<file path="config.mk">
export PLATFORM = sky130hd
export DESIGN_NAME = lre_ladder_top
export DESIGN_NICKNAME = d
export VERILOG_FILES = /design/src/lre_pkg.sv /design/src/lre_ladder_top.sv /design/src/lre_rung_mem.sv
export SDC_FILE = /design/constraint.sdc
export NUM_CORES = 2
export LEC_CHECK = 0
export BUFFER_PORTS_ARGS = -buffer_cell sky130_fd_sc_hd__buf_2
export CELL_PAD_IN_SITES_DETAIL_PLACEMENT = 1
export CELL_PAD_IN_SITES_GLOBAL_PLACEMENT = 2
export CORE_MARGIN = 2
export CORE_UTILIZATION = 45
export DETAILED_ROUTE_END_ITERATION = 12
export GPL_ROUTABILITY_DRIVEN = 0
export PLACE_DENSITY = 0.78
export SLEW_MARGIN = 25
export SYNTH_ARGS = -nofsm -noshare
export SYNTH_HDL_FRONTEND = slang
export SYNTH_HIERARCHICAL = 1
export SYNTH_SLANG_ARGS = --single-unit
</file>
<file path="constraint.sdc">
create_clock -name CLK -period 8.4 [get_ports CLK]
set_input_delay 0.42 -clock CLK [delete_from_list [all_inputs] [get_ports CLK]]
set_output_delay 0.42 -clock CLK [all_outputs]
set_load 0.05 [all_outputs]
</file>
<file path="src/lre_pkg.sv">
// Constants, register map and types of the ladder rung evaluator
package lre_pkg;
  localparam int unsigned RUNG_NUM = 32;
  localparam int unsigned RUNG_AW  = 5;
  // Register byte offsets
  localparam logic [7:0] ADR_CTRL       = 8'h00;
  localparam logic [7:0] ADR_STATUS     = 8'h04;
  localparam logic [7:0] ADR_COMP_SRC   = 8'h08;
  localparam logic [7:0] ADR_COMP_THR   = 8'h0C;
  localparam logic [7:0] ADR_TMR_PRESET = 8'h10;
  localparam logic [7:0] ADR_IRQ_STS    = 8'h14;
  localparam logic [7:0] ADR_IRQ_EN     = 8'h18;
  localparam logic [7:0] ADR_IRQ_CLR    = 8'h1C;
  localparam logic [7:0] ADR_TMR_COUNT  = 8'h20;
  localparam logic [7:0] ADR_RUNG_BASE  = 8'h80;
  // Control fields
  localparam int unsigned CTRL_RUN_BIT  = 0;
  localparam int unsigned CTRL_DO1_BIT  = 1;
  localparam int unsigned CTRL_LAST_LSB = 8;
  localparam logic [31:0] CTRL_MASK     = 32'h0000_1F03;
  // Status fields
  localparam int unsigned STS_VAR_LSB  = 16;
  localparam int unsigned STS_TMR_BIT  = 20;
  localparam int unsigned STS_BUSY_BIT = 21;
  // Reset values
  localparam logic [31:0] CTRL_RST       = 32'h0000_0000;
  localparam logic [7:0]  COMP_SRC_RST   = 8'h0A;
  localparam logic [15:0] COMP_THR_RST   = 16'h0000;
  localparam logic [31:0] TMR_PRESET_RST = 32'h0000_0000;
  localparam logic [2:0]  IRQ_EN_RST     = 3'h0;
  // Rung word byte lanes
  localparam int unsigned RUNG_C1_LSB  = 24;
  localparam int unsigned RUNG_OP_LSB  = 16;
  localparam int unsigned RUNG_C2_LSB  = 8;
  localparam int unsigned RUNG_ACT_LSB = 0;
  // Condition codes
  localparam logic [7:0] COND_TRUE   = 8'h01;
  localparam logic [7:0] COND_IN1    = 8'h32;
  localparam logic [7:0] COND_IN8    = 8'h39;
  localparam logic [7:0] COND_COMP_A = 8'h4C;
  localparam logic [7:0] COND_TMR_A  = 8'h56;
  localparam logic [7:0] COND_VAR_A  = 8'h64;
  localparam logic [7:0] COND_VAR_D  = 8'h67;
  // Logic operators
  localparam logic [7:0] OP_OR  = 8'h00;
  localparam logic [7:0] OP_AND = 8'h01;
  localparam logic [7:0] OP_XOR = 8'h02;
  localparam logic [7:0] OP_NOR = 8'h03;
  // Action codes
  localparam logic [7:0] ACT_JOG_REV   = 8'h05;
  localparam logic [7:0] ACT_JOG_FWD   = 8'h06;
  localparam logic [7:0] ACT_JOG_EN    = 8'h12;
  localparam logic [7:0] ACT_FAULT     = 8'h13;
  localparam logic [7:0] ACT_FWD       = 8'h14;
  localparam logic [7:0] ACT_REV       = 8'h15;
  localparam logic [7:0] ACT_RESET     = 8'h17;
  localparam logic [7:0] ACT_PID       = 8'h1D;
  localparam logic [7:0] ACT_TBL_EN    = 8'h22;
  localparam logic [7:0] ACT_TBL0      = 8'h23;
  localparam logic [7:0] ACT_TBL1      = 8'h24;
  localparam logic [7:0] ACT_SPEED     = 8'h26;
  localparam logic [7:0] ACT_VAR_A     = 8'h28;
  localparam logic [7:0] ACT_VAR_D     = 8'h2B;
  localparam logic [7:0] ACT_TMR_START = 8'h32;
  localparam logic [7:0] ACT_DO1       = 8'h3C;
  // Bit positions in the action vector
  localparam int unsigned AB_W = 13;
  localparam logic [3:0] AB_JOG_REV = 4'h0;
  localparam logic [3:0] AB_JOG_FWD = 4'h1;
  localparam logic [3:0] AB_JOG_EN  = 4'h2;
  localparam logic [3:0] AB_FAULT   = 4'h3;
  localparam logic [3:0] AB_FWD     = 4'h4;
  localparam logic [3:0] AB_REV     = 4'h5;
  localparam logic [3:0] AB_RESET   = 4'h6;
  localparam logic [3:0] AB_PID     = 4'h7;
  localparam logic [3:0] AB_TBL_EN  = 4'h8;
  localparam logic [3:0] AB_TBL0    = 4'h9;
  localparam logic [3:0] AB_TBL1    = 4'hA;
  localparam logic [3:0] AB_SPEED   = 4'hB;
  localparam logic [3:0] AB_DO1     = 4'hC;
  // Comparator sources
  localparam logic [7:0] SRC_ABS_SPEED = 8'h0A;
  localparam logic [7:0] SRC_SPEED     = 8'h0B;
  // Interrupt bits
  localparam int unsigned IRQ_FAULT = 0;
  localparam int unsigned IRQ_TMR   = 1;
  localparam int unsigned IRQ_SCAN  = 2;
  // Scan timing
  localparam int unsigned CLK_PERIOD_NS = 4;
  localparam int unsigned SCAN_TICK_NS  = 1000;
  localparam logic [7:0]  SCAN_TICK_CYC = 8'(SCAN_TICK_NS / CLK_PERIOD_NS);

  typedef enum logic [1:0] {ST_IDLE, ST_FETCH, ST_EVAL, ST_DONE} lre_state_e;
endpackage : lre_pkg

</file>
<file path="src/lre_ladder_top.sv">
// Ladder rung evaluator: bus registers, scan engine, comparator, timer, interrupt
`timescale 1ns/1ps

// Functional notes
// - Rung word bytes are condition one, operator, condition two, action, top down.
// - Rungs run in ascending order from first to last on each scan.
// - A variable set by an earlier rung is seen by later rungs.
// - Comparator is true when the chosen quantity exceeds the threshold.
// - Condition 76 reads the comparator; set-variable stores the result, 100 reads it.
// - Torque/speed action gives speed mode when true, torque mode when false.
// - Operator 2 is exclusive-OR; PID enable follows its result.
// - Start-timer holds the timer cleared while true and lets it count while false.
// - Timer condition is true once the count reaches the preset.
// - A start before the preset clears the timer, so no timeout occurs.
// - Operator 3 is NOR; fault with NOR of input 8 trips when low.
// - Condition 1 is always true, keeping table select under logic control.
// - Table bit 0 action drives the low bit of the table index.
// - Jog enable is the OR of its inputs; separate actions set direction.
// - Output 1 set to logic control is driven by the rung engine.
// - Table index bit 1 from action 36, bit 0 from 35; 0..3 selects 1..4.
module lre_ladder_top
  import lre_pkg::*;
(
  input  wire logic               CLK,
  input  wire logic               RST_N,
  input  wire logic               WB_CYC_I,
  input  wire logic               WB_STB_I,
  input  wire logic               WB_WE_I,
  input  wire logic [7:0]         WB_ADR_I,
  input  wire logic [3:0]         WB_SEL_I,
  input  wire logic [31:0]        WB_DAT_I,
  output logic      [31:0]        WB_DAT_O,
  output logic                    WB_ACK_O,
  input  wire logic [7:0]         DIG_IN,
  input  wire logic signed [15:0] SPEED_DEMAND,
  input  wire logic               DO1_FIXED,
  output logic                    RUN_FWD,
  output logic                    RUN_REV,
  output logic                    JOG_EN,
  output logic                    JOG_FWD,
  output logic                    JOG_REV,
  output logic                    FAULT_TRIP,
  output logic                    FAULT_RESET,
  output logic                    PID_EN,
  output logic                    SPEED_MODE,
  output logic      [1:0]         PARAM_TABLE,
  output logic                    DIG_OUT1,
  output logic                    IRQ
);
  logic [31:0]         ctrl_q;
  logic [7:0]          comp_src_q;
  logic [15:0]         comp_thr_q;
  logic [31:0]         tmr_preset_q;
  logic [31:0]         tmr_cnt_q;
  logic [2:0]          irq_sts_q;
  logic [2:0]          irq_en_q;
  logic                wb_busy_q;
  logic [31:0]         rd_mux;
  logic [31:0]         bmask;
  logic [31:0]         mem_rdata_a;
  logic [31:0]         mem_rdata_b;
  logic                wb_req;
  logic                wb_wr;
  logic                in_win;
  lre_state_e          state_q;
  logic [RUNG_AW-1:0]  idx_q;
  logic [7:0]          tick_cnt_q;
  logic                tick;
  logic                run;
  logic                last;
  logic                eval;
  logic [AB_W-1:0]     act_q;
  logic [AB_W-1:0]     out_q;
  logic [3:0]          var_q;
  logic                comp_q;
  logic                tmr_done;
  logic                tmr_done_d_q;
  logic [7:0]          r_c1;
  logic [7:0]          r_op;
  logic [7:0]          r_c2;
  logic [7:0]          r_act;
  logic                c1v;
  logic                c2v;
  logic                result;
  logic                act_hit;
  logic [3:0]          act_idx;
  logic                var_hit;
  logic [7:0]          var_off;
  logic                tmr_start;
  logic signed [16:0]  spd_ext;
  logic signed [16:0]  qty;
  logic [2:0]          irq_ev;
  logic [2:0]          irq_clr;

  assign wb_req = WB_CYC_I && WB_STB_I;
  assign wb_wr  = wb_busy_q && WB_WE_I;
  assign in_win = WB_ADR_I >= ADR_RUNG_BASE;
  assign bmask  = {{8{WB_SEL_I[3]}}, {8{WB_SEL_I[2]}}, {8{WB_SEL_I[1]}}, {8{WB_SEL_I[0]}}};
  assign run    = ctrl_q[CTRL_RUN_BIT];
  assign eval   = state_q == ST_EVAL;
  assign tick   = tick_cnt_q == SCAN_TICK_CYC - 8'h01;
  assign last   = idx_q == ctrl_q[CTRL_LAST_LSB +: RUNG_AW];

  lre_rung_mem u_mem (
    .clk     (CLK),
    .we      (wb_wr && in_win),
    .be      (WB_SEL_I),
    .waddr   (WB_ADR_I[RUNG_AW+1:2]),
    .wdata   (WB_DAT_I),
    .raddr_a (idx_q),
    .rdata_a (mem_rdata_a),
    .raddr_b (WB_ADR_I[RUNG_AW+1:2]),
    .rdata_b (mem_rdata_b)
  );

  // Two-cycle answer: the memory read port needs one registered stage
  always_ff @(posedge CLK) begin
    if (!RST_N) begin
      wb_busy_q <= 1'b0;
      WB_ACK_O  <= 1'b0;
      WB_DAT_O  <= 32'h0000_0000;
    end else begin
      WB_ACK_O <= 1'b0;
      if (wb_busy_q) begin
        wb_busy_q <= 1'b0;
        WB_ACK_O  <= 1'b1;
        WB_DAT_O  <= rd_mux;
      end else if (wb_req && !WB_ACK_O) begin
        wb_busy_q <= 1'b1;
      end
    end
  end

  always_comb begin
    rd_mux = 32'h0000_0000;
    if (in_win) begin
      rd_mux = mem_rdata_b;
    end else begin
      case (WB_ADR_I)
        ADR_CTRL:       rd_mux = ctrl_q;
        ADR_STATUS: begin
          rd_mux[AB_W-1:0]          = out_q;
          rd_mux[STS_VAR_LSB +: 4]  = var_q;
          rd_mux[STS_TMR_BIT]       = tmr_done;
          rd_mux[STS_BUSY_BIT]      = state_q != ST_IDLE;
        end
        ADR_COMP_SRC:   rd_mux[7:0] = comp_src_q;
        ADR_COMP_THR:   rd_mux[15:0] = comp_thr_q;
        ADR_TMR_PRESET: rd_mux = tmr_preset_q;
        ADR_IRQ_STS:    rd_mux[2:0] = irq_sts_q;
        ADR_IRQ_EN:     rd_mux[2:0] = irq_en_q;
        ADR_TMR_COUNT:  rd_mux = tmr_cnt_q;
        default:        rd_mux = 32'h0000_0000;
      endcase
    end
  end

  always_ff @(posedge CLK) begin
    if (!RST_N) begin
      ctrl_q       <= CTRL_RST;
      comp_src_q   <= COMP_SRC_RST;
      comp_thr_q   <= COMP_THR_RST;
      tmr_preset_q <= TMR_PRESET_RST;
      irq_en_q     <= IRQ_EN_RST;
    end else if (wb_wr && !in_win) begin
      case (WB_ADR_I)
        ADR_CTRL:       ctrl_q <= ((ctrl_q & ~bmask) | (WB_DAT_I & bmask)) & CTRL_MASK;
        ADR_COMP_SRC:   comp_src_q <= WB_SEL_I[0] ? WB_DAT_I[7:0] : comp_src_q;
        ADR_COMP_THR:   comp_thr_q <= 16'((comp_thr_q & ~bmask) | (WB_DAT_I & bmask));
        ADR_TMR_PRESET: tmr_preset_q <= (tmr_preset_q & ~bmask) | (WB_DAT_I & bmask);
        ADR_IRQ_EN:     irq_en_q <= WB_SEL_I[0] ? WB_DAT_I[2:0] : irq_en_q;
        default:        ctrl_q <= ctrl_q;
      endcase
    end
  end

  always_ff @(posedge CLK) begin
    if (!RST_N) begin
      tick_cnt_q <= 8'h00;
    end else begin
      tick_cnt_q <= tick ? 8'h00 : tick_cnt_q + 8'h01;
    end
  end

  // A scan of all rungs fits well inside one tick, so a tick never meets a busy engine
  always_ff @(posedge CLK) begin
    if (!RST_N) begin
      state_q <= ST_IDLE;
      idx_q   <= '0;
    end else if (!run) begin
      state_q <= ST_IDLE;
      idx_q   <= '0;
    end else begin
      unique case (state_q)
        ST_IDLE: begin
          if (tick) begin
            state_q <= ST_FETCH;
            idx_q   <= '0;
          end
        end
        ST_FETCH: state_q <= ST_EVAL;
        ST_EVAL: begin
          if (last) begin
            state_q <= ST_DONE;
          end else begin
            state_q <= ST_FETCH;
            idx_q   <= idx_q + 1'b1;
          end
        end
        ST_DONE: state_q <= ST_IDLE;
      endcase
    end
  end

  assign r_c1  = mem_rdata_a[RUNG_C1_LSB +: 8];
  assign r_op  = mem_rdata_a[RUNG_OP_LSB +: 8];
  assign r_c2  = mem_rdata_a[RUNG_C2_LSB +: 8];
  assign r_act = mem_rdata_a[RUNG_ACT_LSB +: 8];

  // Variables read here are already updated by earlier rungs of this scan
  function automatic logic cond_val(input logic [7:0] code);
    logic [7:0] off_in;
    logic [7:0] off_var;
    off_in   = code - COND_IN1;
    off_var  = code - COND_VAR_A;
    cond_val = 1'b0;
    if (code == COND_TRUE) begin
      cond_val = 1'b1;
    end else if (code == COND_COMP_A) begin
      cond_val = comp_q;
    end else if (code == COND_TMR_A) begin
      cond_val = tmr_done;
    end else if (code >= COND_IN1 && code <= COND_IN8) begin
      cond_val = DIG_IN[off_in[2:0]];
    end else if (code >= COND_VAR_A && code <= COND_VAR_D) begin
      cond_val = var_q[off_var[1:0]];
    end
  endfunction : cond_val

  assign c1v = cond_val(r_c1);
  assign c2v = cond_val(r_c2);

  always_comb begin
    unique case (r_op)
      OP_OR:   result = c1v | c2v;
      OP_AND:  result = c1v & c2v;
      OP_XOR:  result = c1v ^ c2v;
      OP_NOR:  result = ~(c1v | c2v);
      default: result = 1'b0;
    endcase
  end

  always_comb begin
    act_hit = 1'b1;
    act_idx = AB_JOG_REV;
    unique case (r_act)
      ACT_JOG_REV: act_idx = AB_JOG_REV;
      ACT_JOG_FWD: act_idx = AB_JOG_FWD;
      ACT_JOG_EN:  act_idx = AB_JOG_EN;
      ACT_FAULT:   act_idx = AB_FAULT;
      ACT_FWD:     act_idx = AB_FWD;
      ACT_REV:     act_idx = AB_REV;
      ACT_RESET:   act_idx = AB_RESET;
      ACT_PID:     act_idx = AB_PID;
      ACT_TBL_EN:  act_idx = AB_TBL_EN;
      ACT_TBL0:    act_idx = AB_TBL0;
      ACT_TBL1:    act_idx = AB_TBL1;
      ACT_SPEED:   act_idx = AB_SPEED;
      ACT_DO1:     act_idx = AB_DO1;
      default:     act_hit = 1'b0;
    endcase
  end

  assign var_off   = r_act - ACT_VAR_A;
  assign var_hit   = r_act >= ACT_VAR_A && r_act <= ACT_VAR_D;
  assign tmr_start = r_act == ACT_TMR_START;

  // Action bits settle during the scan and reach the pins only at its end
  always_ff @(posedge CLK) begin
    if (!RST_N || !run) begin
      act_q <= '0;
      var_q <= 4'h0;
    end else if (eval) begin
      if (act_hit) begin
        act_q[act_idx] <= result;
      end
      if (var_hit) begin
        var_q[var_off[1:0]] <= result;
      end
    end
  end

  always_ff @(posedge CLK) begin
    if (!RST_N) begin
      out_q       <= '0;
      PARAM_TABLE <= 2'b00;
    end else if (!run) begin
      out_q       <= '0;
      PARAM_TABLE <= 2'b00;
    end else if (state_q == ST_DONE) begin
      out_q       <= act_q;
      PARAM_TABLE <= act_q[AB_TBL_EN] ? {act_q[AB_TBL1], act_q[AB_TBL0]} : 2'b00;
    end
  end

  assign RUN_FWD     = out_q[AB_FWD];
  assign RUN_REV     = out_q[AB_REV];
  assign JOG_EN      = out_q[AB_JOG_EN];
  assign JOG_FWD     = out_q[AB_JOG_FWD];
  assign JOG_REV     = out_q[AB_JOG_REV];
  assign FAULT_TRIP  = out_q[AB_FAULT];
  assign FAULT_RESET = out_q[AB_RESET];
  assign PID_EN      = out_q[AB_PID];
  assign SPEED_MODE  = out_q[AB_SPEED];

  always_ff @(posedge CLK) begin
    if (!RST_N) begin
      DIG_OUT1 <= 1'b0;
    end else if (!ctrl_q[CTRL_DO1_BIT]) begin
      DIG_OUT1 <= DO1_FIXED;
    end else if (state_q == ST_DONE) begin
      DIG_OUT1 <= act_q[AB_DO1];
    end
  end

  // Threshold and quantity share units of 0.01 percent of the maximum
  assign spd_ext = 17'(SPEED_DEMAND);
  always_comb begin
    qty = 17'sh0;
    if (comp_src_q == SRC_ABS_SPEED) begin
      qty = spd_ext[16] ? -spd_ext : spd_ext;
    end else if (comp_src_q == SRC_SPEED) begin
      qty = spd_ext;
    end
  end

  always_ff @(posedge CLK) begin
    if (!RST_N) begin
      comp_q <= 1'b0;
    end else begin
      comp_q <= qty > $signed({comp_thr_q[15], comp_thr_q});
    end
  end

  assign tmr_done = run && (tmr_cnt_q >= tmr_preset_q);

  // Saturating tick counter; a true start rung wins over the tick
  always_ff @(posedge CLK) begin
    if (!RST_N || !run) begin
      tmr_cnt_q <= 32'h0000_0000;
    end else if (eval && tmr_start && result) begin
      tmr_cnt_q <= 32'h0000_0000;
    end else if (tick && tmr_cnt_q != 32'hFFFF_FFFF) begin
      tmr_cnt_q <= tmr_cnt_q + 32'h0000_0001;
    end
  end

  assign irq_ev[IRQ_FAULT] = state_q == ST_DONE && act_q[AB_FAULT] && !out_q[AB_FAULT];
  assign irq_ev[IRQ_TMR]   = tmr_done && !tmr_done_d_q;
  assign irq_ev[IRQ_SCAN]  = state_q == ST_DONE;
  assign irq_clr = (wb_wr && WB_ADR_I == ADR_IRQ_CLR && WB_SEL_I[0]) ? WB_DAT_I[2:0] : 3'h0;

  // A new event in the clearing cycle keeps its bit set
  always_ff @(posedge CLK) begin
    if (!RST_N) begin
      irq_sts_q    <= 3'h0;
      tmr_done_d_q <= 1'b0;
      IRQ          <= 1'b0;
    end else begin
      irq_sts_q    <= (irq_sts_q & ~irq_clr) | irq_ev;
      tmr_done_d_q <= tmr_done;
      IRQ          <= |(irq_sts_q & irq_en_q);
    end
  end
endmodule : lre_ladder_top

</file>
<file path="src/lre_rung_mem.sv">
// Rung word store: byte-writable, two registered read ports
`timescale 1ns/1ps
module lre_rung_mem
  import lre_pkg::*;
(
  input  wire logic               clk,
  input  wire logic               we,
  input  wire logic [3:0]         be,
  input  wire logic [RUNG_AW-1:0] waddr,
  input  wire logic [31:0]        wdata,
  input  wire logic [RUNG_AW-1:0] raddr_a,
  output logic      [31:0]        rdata_a,
  input  wire logic [RUNG_AW-1:0] raddr_b,
  output logic      [31:0]        rdata_b
);
  logic [31:0] mem_q [RUNG_NUM];

  always_ff @(posedge clk) begin
    for (int b = 0; b < 4; b++) begin
      if (we && be[b]) begin
        mem_q[waddr][8*b +: 8] <= wdata[8*b +: 8];
      end
    end
  end

  // Port a feeds the scan engine, port b the bus
  always_ff @(posedge clk) begin
    rdata_a <= mem_q[raddr_a];
    rdata_b <= mem_q[raddr_b];
  end
endmodule : lre_rung_mem
</file>
==> results by group <==
Global routing
  • Grt ovf: 0
  • Total track usage: 28.98%
  • Initial antenna violation count: 4
  • Largest net degree at the start of global routing: 115
  • Vias in the first global route: 43820
  • First-pass GRT wire length: 298500 um

Finish
  • Fin nets: 5045
  • Multi-input logic area: 23700 um^2
  • Share of layout cells above drive strength 1: 9.736%
  • Fill cells: 13760
  • Area Overhead vs Synth: 10.71%
  • Util after Layout: 50.19%
  • FF/Latch Area: 35760 um^2

Flow run
  • Max-cap viol count: 0

Power
  • Peak VDD IR: 0.0001922 V
  • Cell Pwr Density: 205.0 nW/um^2
  • Leakage: 22.99 nW

Routing
  • Drt first pass iters: 6
  • DRC Markers: 0
  • Routed wire length: 207000 um
  • Vias: 42620
  • Via-to-Cell Ratio: 6.254
  • Routed wire per std cell: 30.38 um
  • DR iter-0 viols: 3675
  • Final ANT Viol Nets: 0

Place
  • PortBufs: 119
  • Final HPWL DP: 127800 um

Synth
  • Syn. warnings: 6
  • Largest cells by area after synthesis: edfxtp_1 50%, mux2i_1 18%, dfxtp_1 8.1%
  • Post-synth top area share: 50.07%
  • Mapped Area: 61410 um^2
  • Post-synthesis sequential element count: 1274
  • Share of the yosys chip area belonging to registers: 58.22%
  • Primary FF master, synth: edfxtp_1
  • Cells after Synth: 4909
  • Number of flops mapped to enable cells by yosys: 1024
  • Synth unique cells: 73
  • Post-Syn Nets: 5041
  • Async S/R FF share, synth: 0%
  • Average instance area after synthesis: 12.51 um^2
  • Cell taking the most area after synthesis: edfxtp_1

Floorplan
  • Die height: 373.4 um
  • Initial core utilization: 45.33%
  • Die area: 139400 um^2
  • Die X: 373.4 um
  • I/O pin count: 120
  • Rows: 135
  • Core ar.: 135500 um^2

Outcome
  • Status: completed

Min path
  • Hold Path Class: in2reg

STA
  • Final Skew: 0.03032 ns
  • Final min period: 4.846 ns
  • Slew headroom: 23.79%
  • Setup TNS: 0 ns
  • Final Hold Viols: 0
  • Max Transition Viols Final: 0
  • Final setup violation count: 0
  • RSZ-0062 raised after global routing: no
  • Final Cycle Share: 57.69%
  • Highest clock rate: 206.4 MHz
  • Slew @ Worst Pin: 1.139 ns

Clock tree
  • Post-CTS Resized: 0
  • Clk Latency, worst-skew pair: 0.80 ns
  • Clk pin slew, worst setup/hold paths: 0.06 ns
  • Clk buf depth: 3
  • Cts bufs inserted: 145
  • CTS tree: yes
  • H-Tree Depth: 4
  • CTS root buf: clkbuf_16
  • Clock Sink Count: 1274

Critical path
  • Arrival time worst endpoint: 5.47 ns
  • Crit path launch type: flop
  • CP endpoint kind: flop
  • Required @ worst endpoint: 9.03 ns
  • Kind of critical path: reg2reg
  • CP Max Fanout: 32
synth_stat cells (17+ instances only):
master,n
a21oi_1,266
o21ai_0,45
inv_1,72
a31oi_1,69
buf_1,30
a21boi_0,22
nor2b_1,61
nor3_1,85
edfxtp_1,1024
nand2_1,418
a22oi_1,196
a221oi_1,17
nand3_1,246
buf_4,53
dfxtp_1,250
a22o_1,134
xnor2_1,30
mux2i_1,1098
nor2_1,242
buf_6,45
xor2_1,21
and3_1,20
buf_2,64
clkbuf_1,134
ha_1,58
kinds of logic (layout without fill, tap and decap cells):
logic type | after synthesis | in the layout | synth area share, %
simple gates | 1194 | 1194 | 9.056
compound gates | 821 | 821 | 9.118
fa+ha+maj | 58 | 58 | 1.182
flops | 1274 | 1274 | 58.22
buf+inv | 402 | 526 | 3.486
other cells | 0 | 1 | 0
xor+xnor | 51 | 51 | 0.7274
mux | 1109 | 1109 | 18.21
cells in the final DEF, fill, tap and decap left out, types with 30 or more instances in the layout:
cell,synthesis,layout
a21oi_1,266,266
a22o_1,134,134
a22oi_1,196,196
a31oi_1,69,69
buf_2,64,117
buf_4,53,52
clkbuf_1,134,38
clkbuf_16,0,148
dfxtp_1,250,248
edfxtp_1,1024,1024
ha_1,58,58
inv_1,72,72
mux2i_1,1098,1098
nand2_1,418,414
nand3_1,246,246
nor2_1,242,199
nor2_2,4,45
nor2b_1,61,57
nor3_1,85,84
o21ai_0,45,45
xnor2_1,30,30
path summary, 6_finish.rpt:
| check | startpoint | to | slack [ns] | cells after the start |
|---|---|---|---|---|
| hold reg to reg | PARAM_TABLE[1] | PARAM_TABLE[1] | 0.45 | 2 |
| setup reg to reg | tmr_cnt_q[15] | tmr_cnt_q[14] | 3.55 | 16 |
| setup / recovery | tmr_cnt_q[15] | tmr_cnt_q[14] | 3.55 | 16 |
| hold / removal | RST_N | flop | 0.12 | 2 |
layer usage:
layer	vias up	wire length [um]	global-route usage [%]
met2	1447	97740	47.51
met1	22070	89000	38.64
met5	-	38	0
met3	407	12070	4.368
li1	18690	-	-
met4	6	8179	11.53
registers in the layout (all words and copies together), names as in the netlist, named ones only:
| signal | flops |
|---|---|
| tick_cnt_q | 8 |
| state_q | 2 |
| u_mem/mem_q | 1024 |
| comp_q | 1 |
| DIG_OUT1 | 1 |
| WB_ACK_O | 1 |
| act_q | 13 |
| comp_src_q | 8 |
| tmr_cnt_q | 32 |
| wb_busy_q | 1 |
| u_mem/rdata_a | 32 |
| irq_sts_q | 3 |
| var_q | 4 |
| idx_q | 5 |
| u_mem/rdata_b | 32 |
| tmr_done_d_q | 1 |
| PARAM_TABLE | 2 |
| IRQ | 1 |
| WB_DAT_O | 32 |
| out_q | 13 |
| irq_en_q | 3 |
per-stage QoR:
stage / cells / total power, mW / instance area, um^2 / worst slack [ns] / hold slack (ns)
2_1_floorplan: 4909 / 7.365 / 61410 / 4.691 / 0.4313
3_3_place_gp: 6544 / 7.672 / 63120 / 3.716 / 0.4393
3_5_place_dp: 6544 / 7.680 / 63160 / 3.674 / 0.4496
4_1_cts: 6814 / 14.02 / 67910 / 3.608 / 0.09291
5_1_grt: 6815 / 14.29 / 67990 / 3.239 / 0.1341
6_report: 6815 / 13.94 / 67990 / 3.554 / 0.1221
final cells by class:
cell class / count / share of cell area, %
flip-flops and latches: 1274 / 52.60
well taps: 1781 / 3.278
multi-input cells: 3233 / 34.86
inverters: 72 / 0.3975
repair buffers: 187 / 1.914
diodes: 1 / 0.003681
clock inverters: 72 / 1.110
clock buffers: 195 / 5.839
critical path, cell delays in order, from the launching register on:
cell and delay [ns]:
dfxtp_1 0.38, ha_1 0.35, nand4_1 0.17, nor3_1 0.29, or4b_2 0.65, a31oi_1 0.24
o21ai_0 0.11, buf_4 0.19, a22o_1 0.19, ha_1 0.31, nor2b_1 0.06, o31ai_1 0.22
a21oi_1 0.12, nor4_4 0.19, buf_4 0.31, a31o_2 0.75, nor2_1 0.13
timing repair:
item | in CTS | in global routing
setup endpoints to repair | 0 | 0
hold buffers | 3 | 0
endpoints found under the hold margin | 2 | 0
buffers inserted | 0 | 0
report_power, final:
group / switching [mW] / internal (mW) / leakage [nW]
clock network: 2.66 / 3.72 / 2.32
logic: 0.478 / 0.199 / 9.43
registers: 0.0373 / 6.84 / 11.2
total: 3.18 / 10.8 / 23.0
Power figures use the tool's default switching activity.
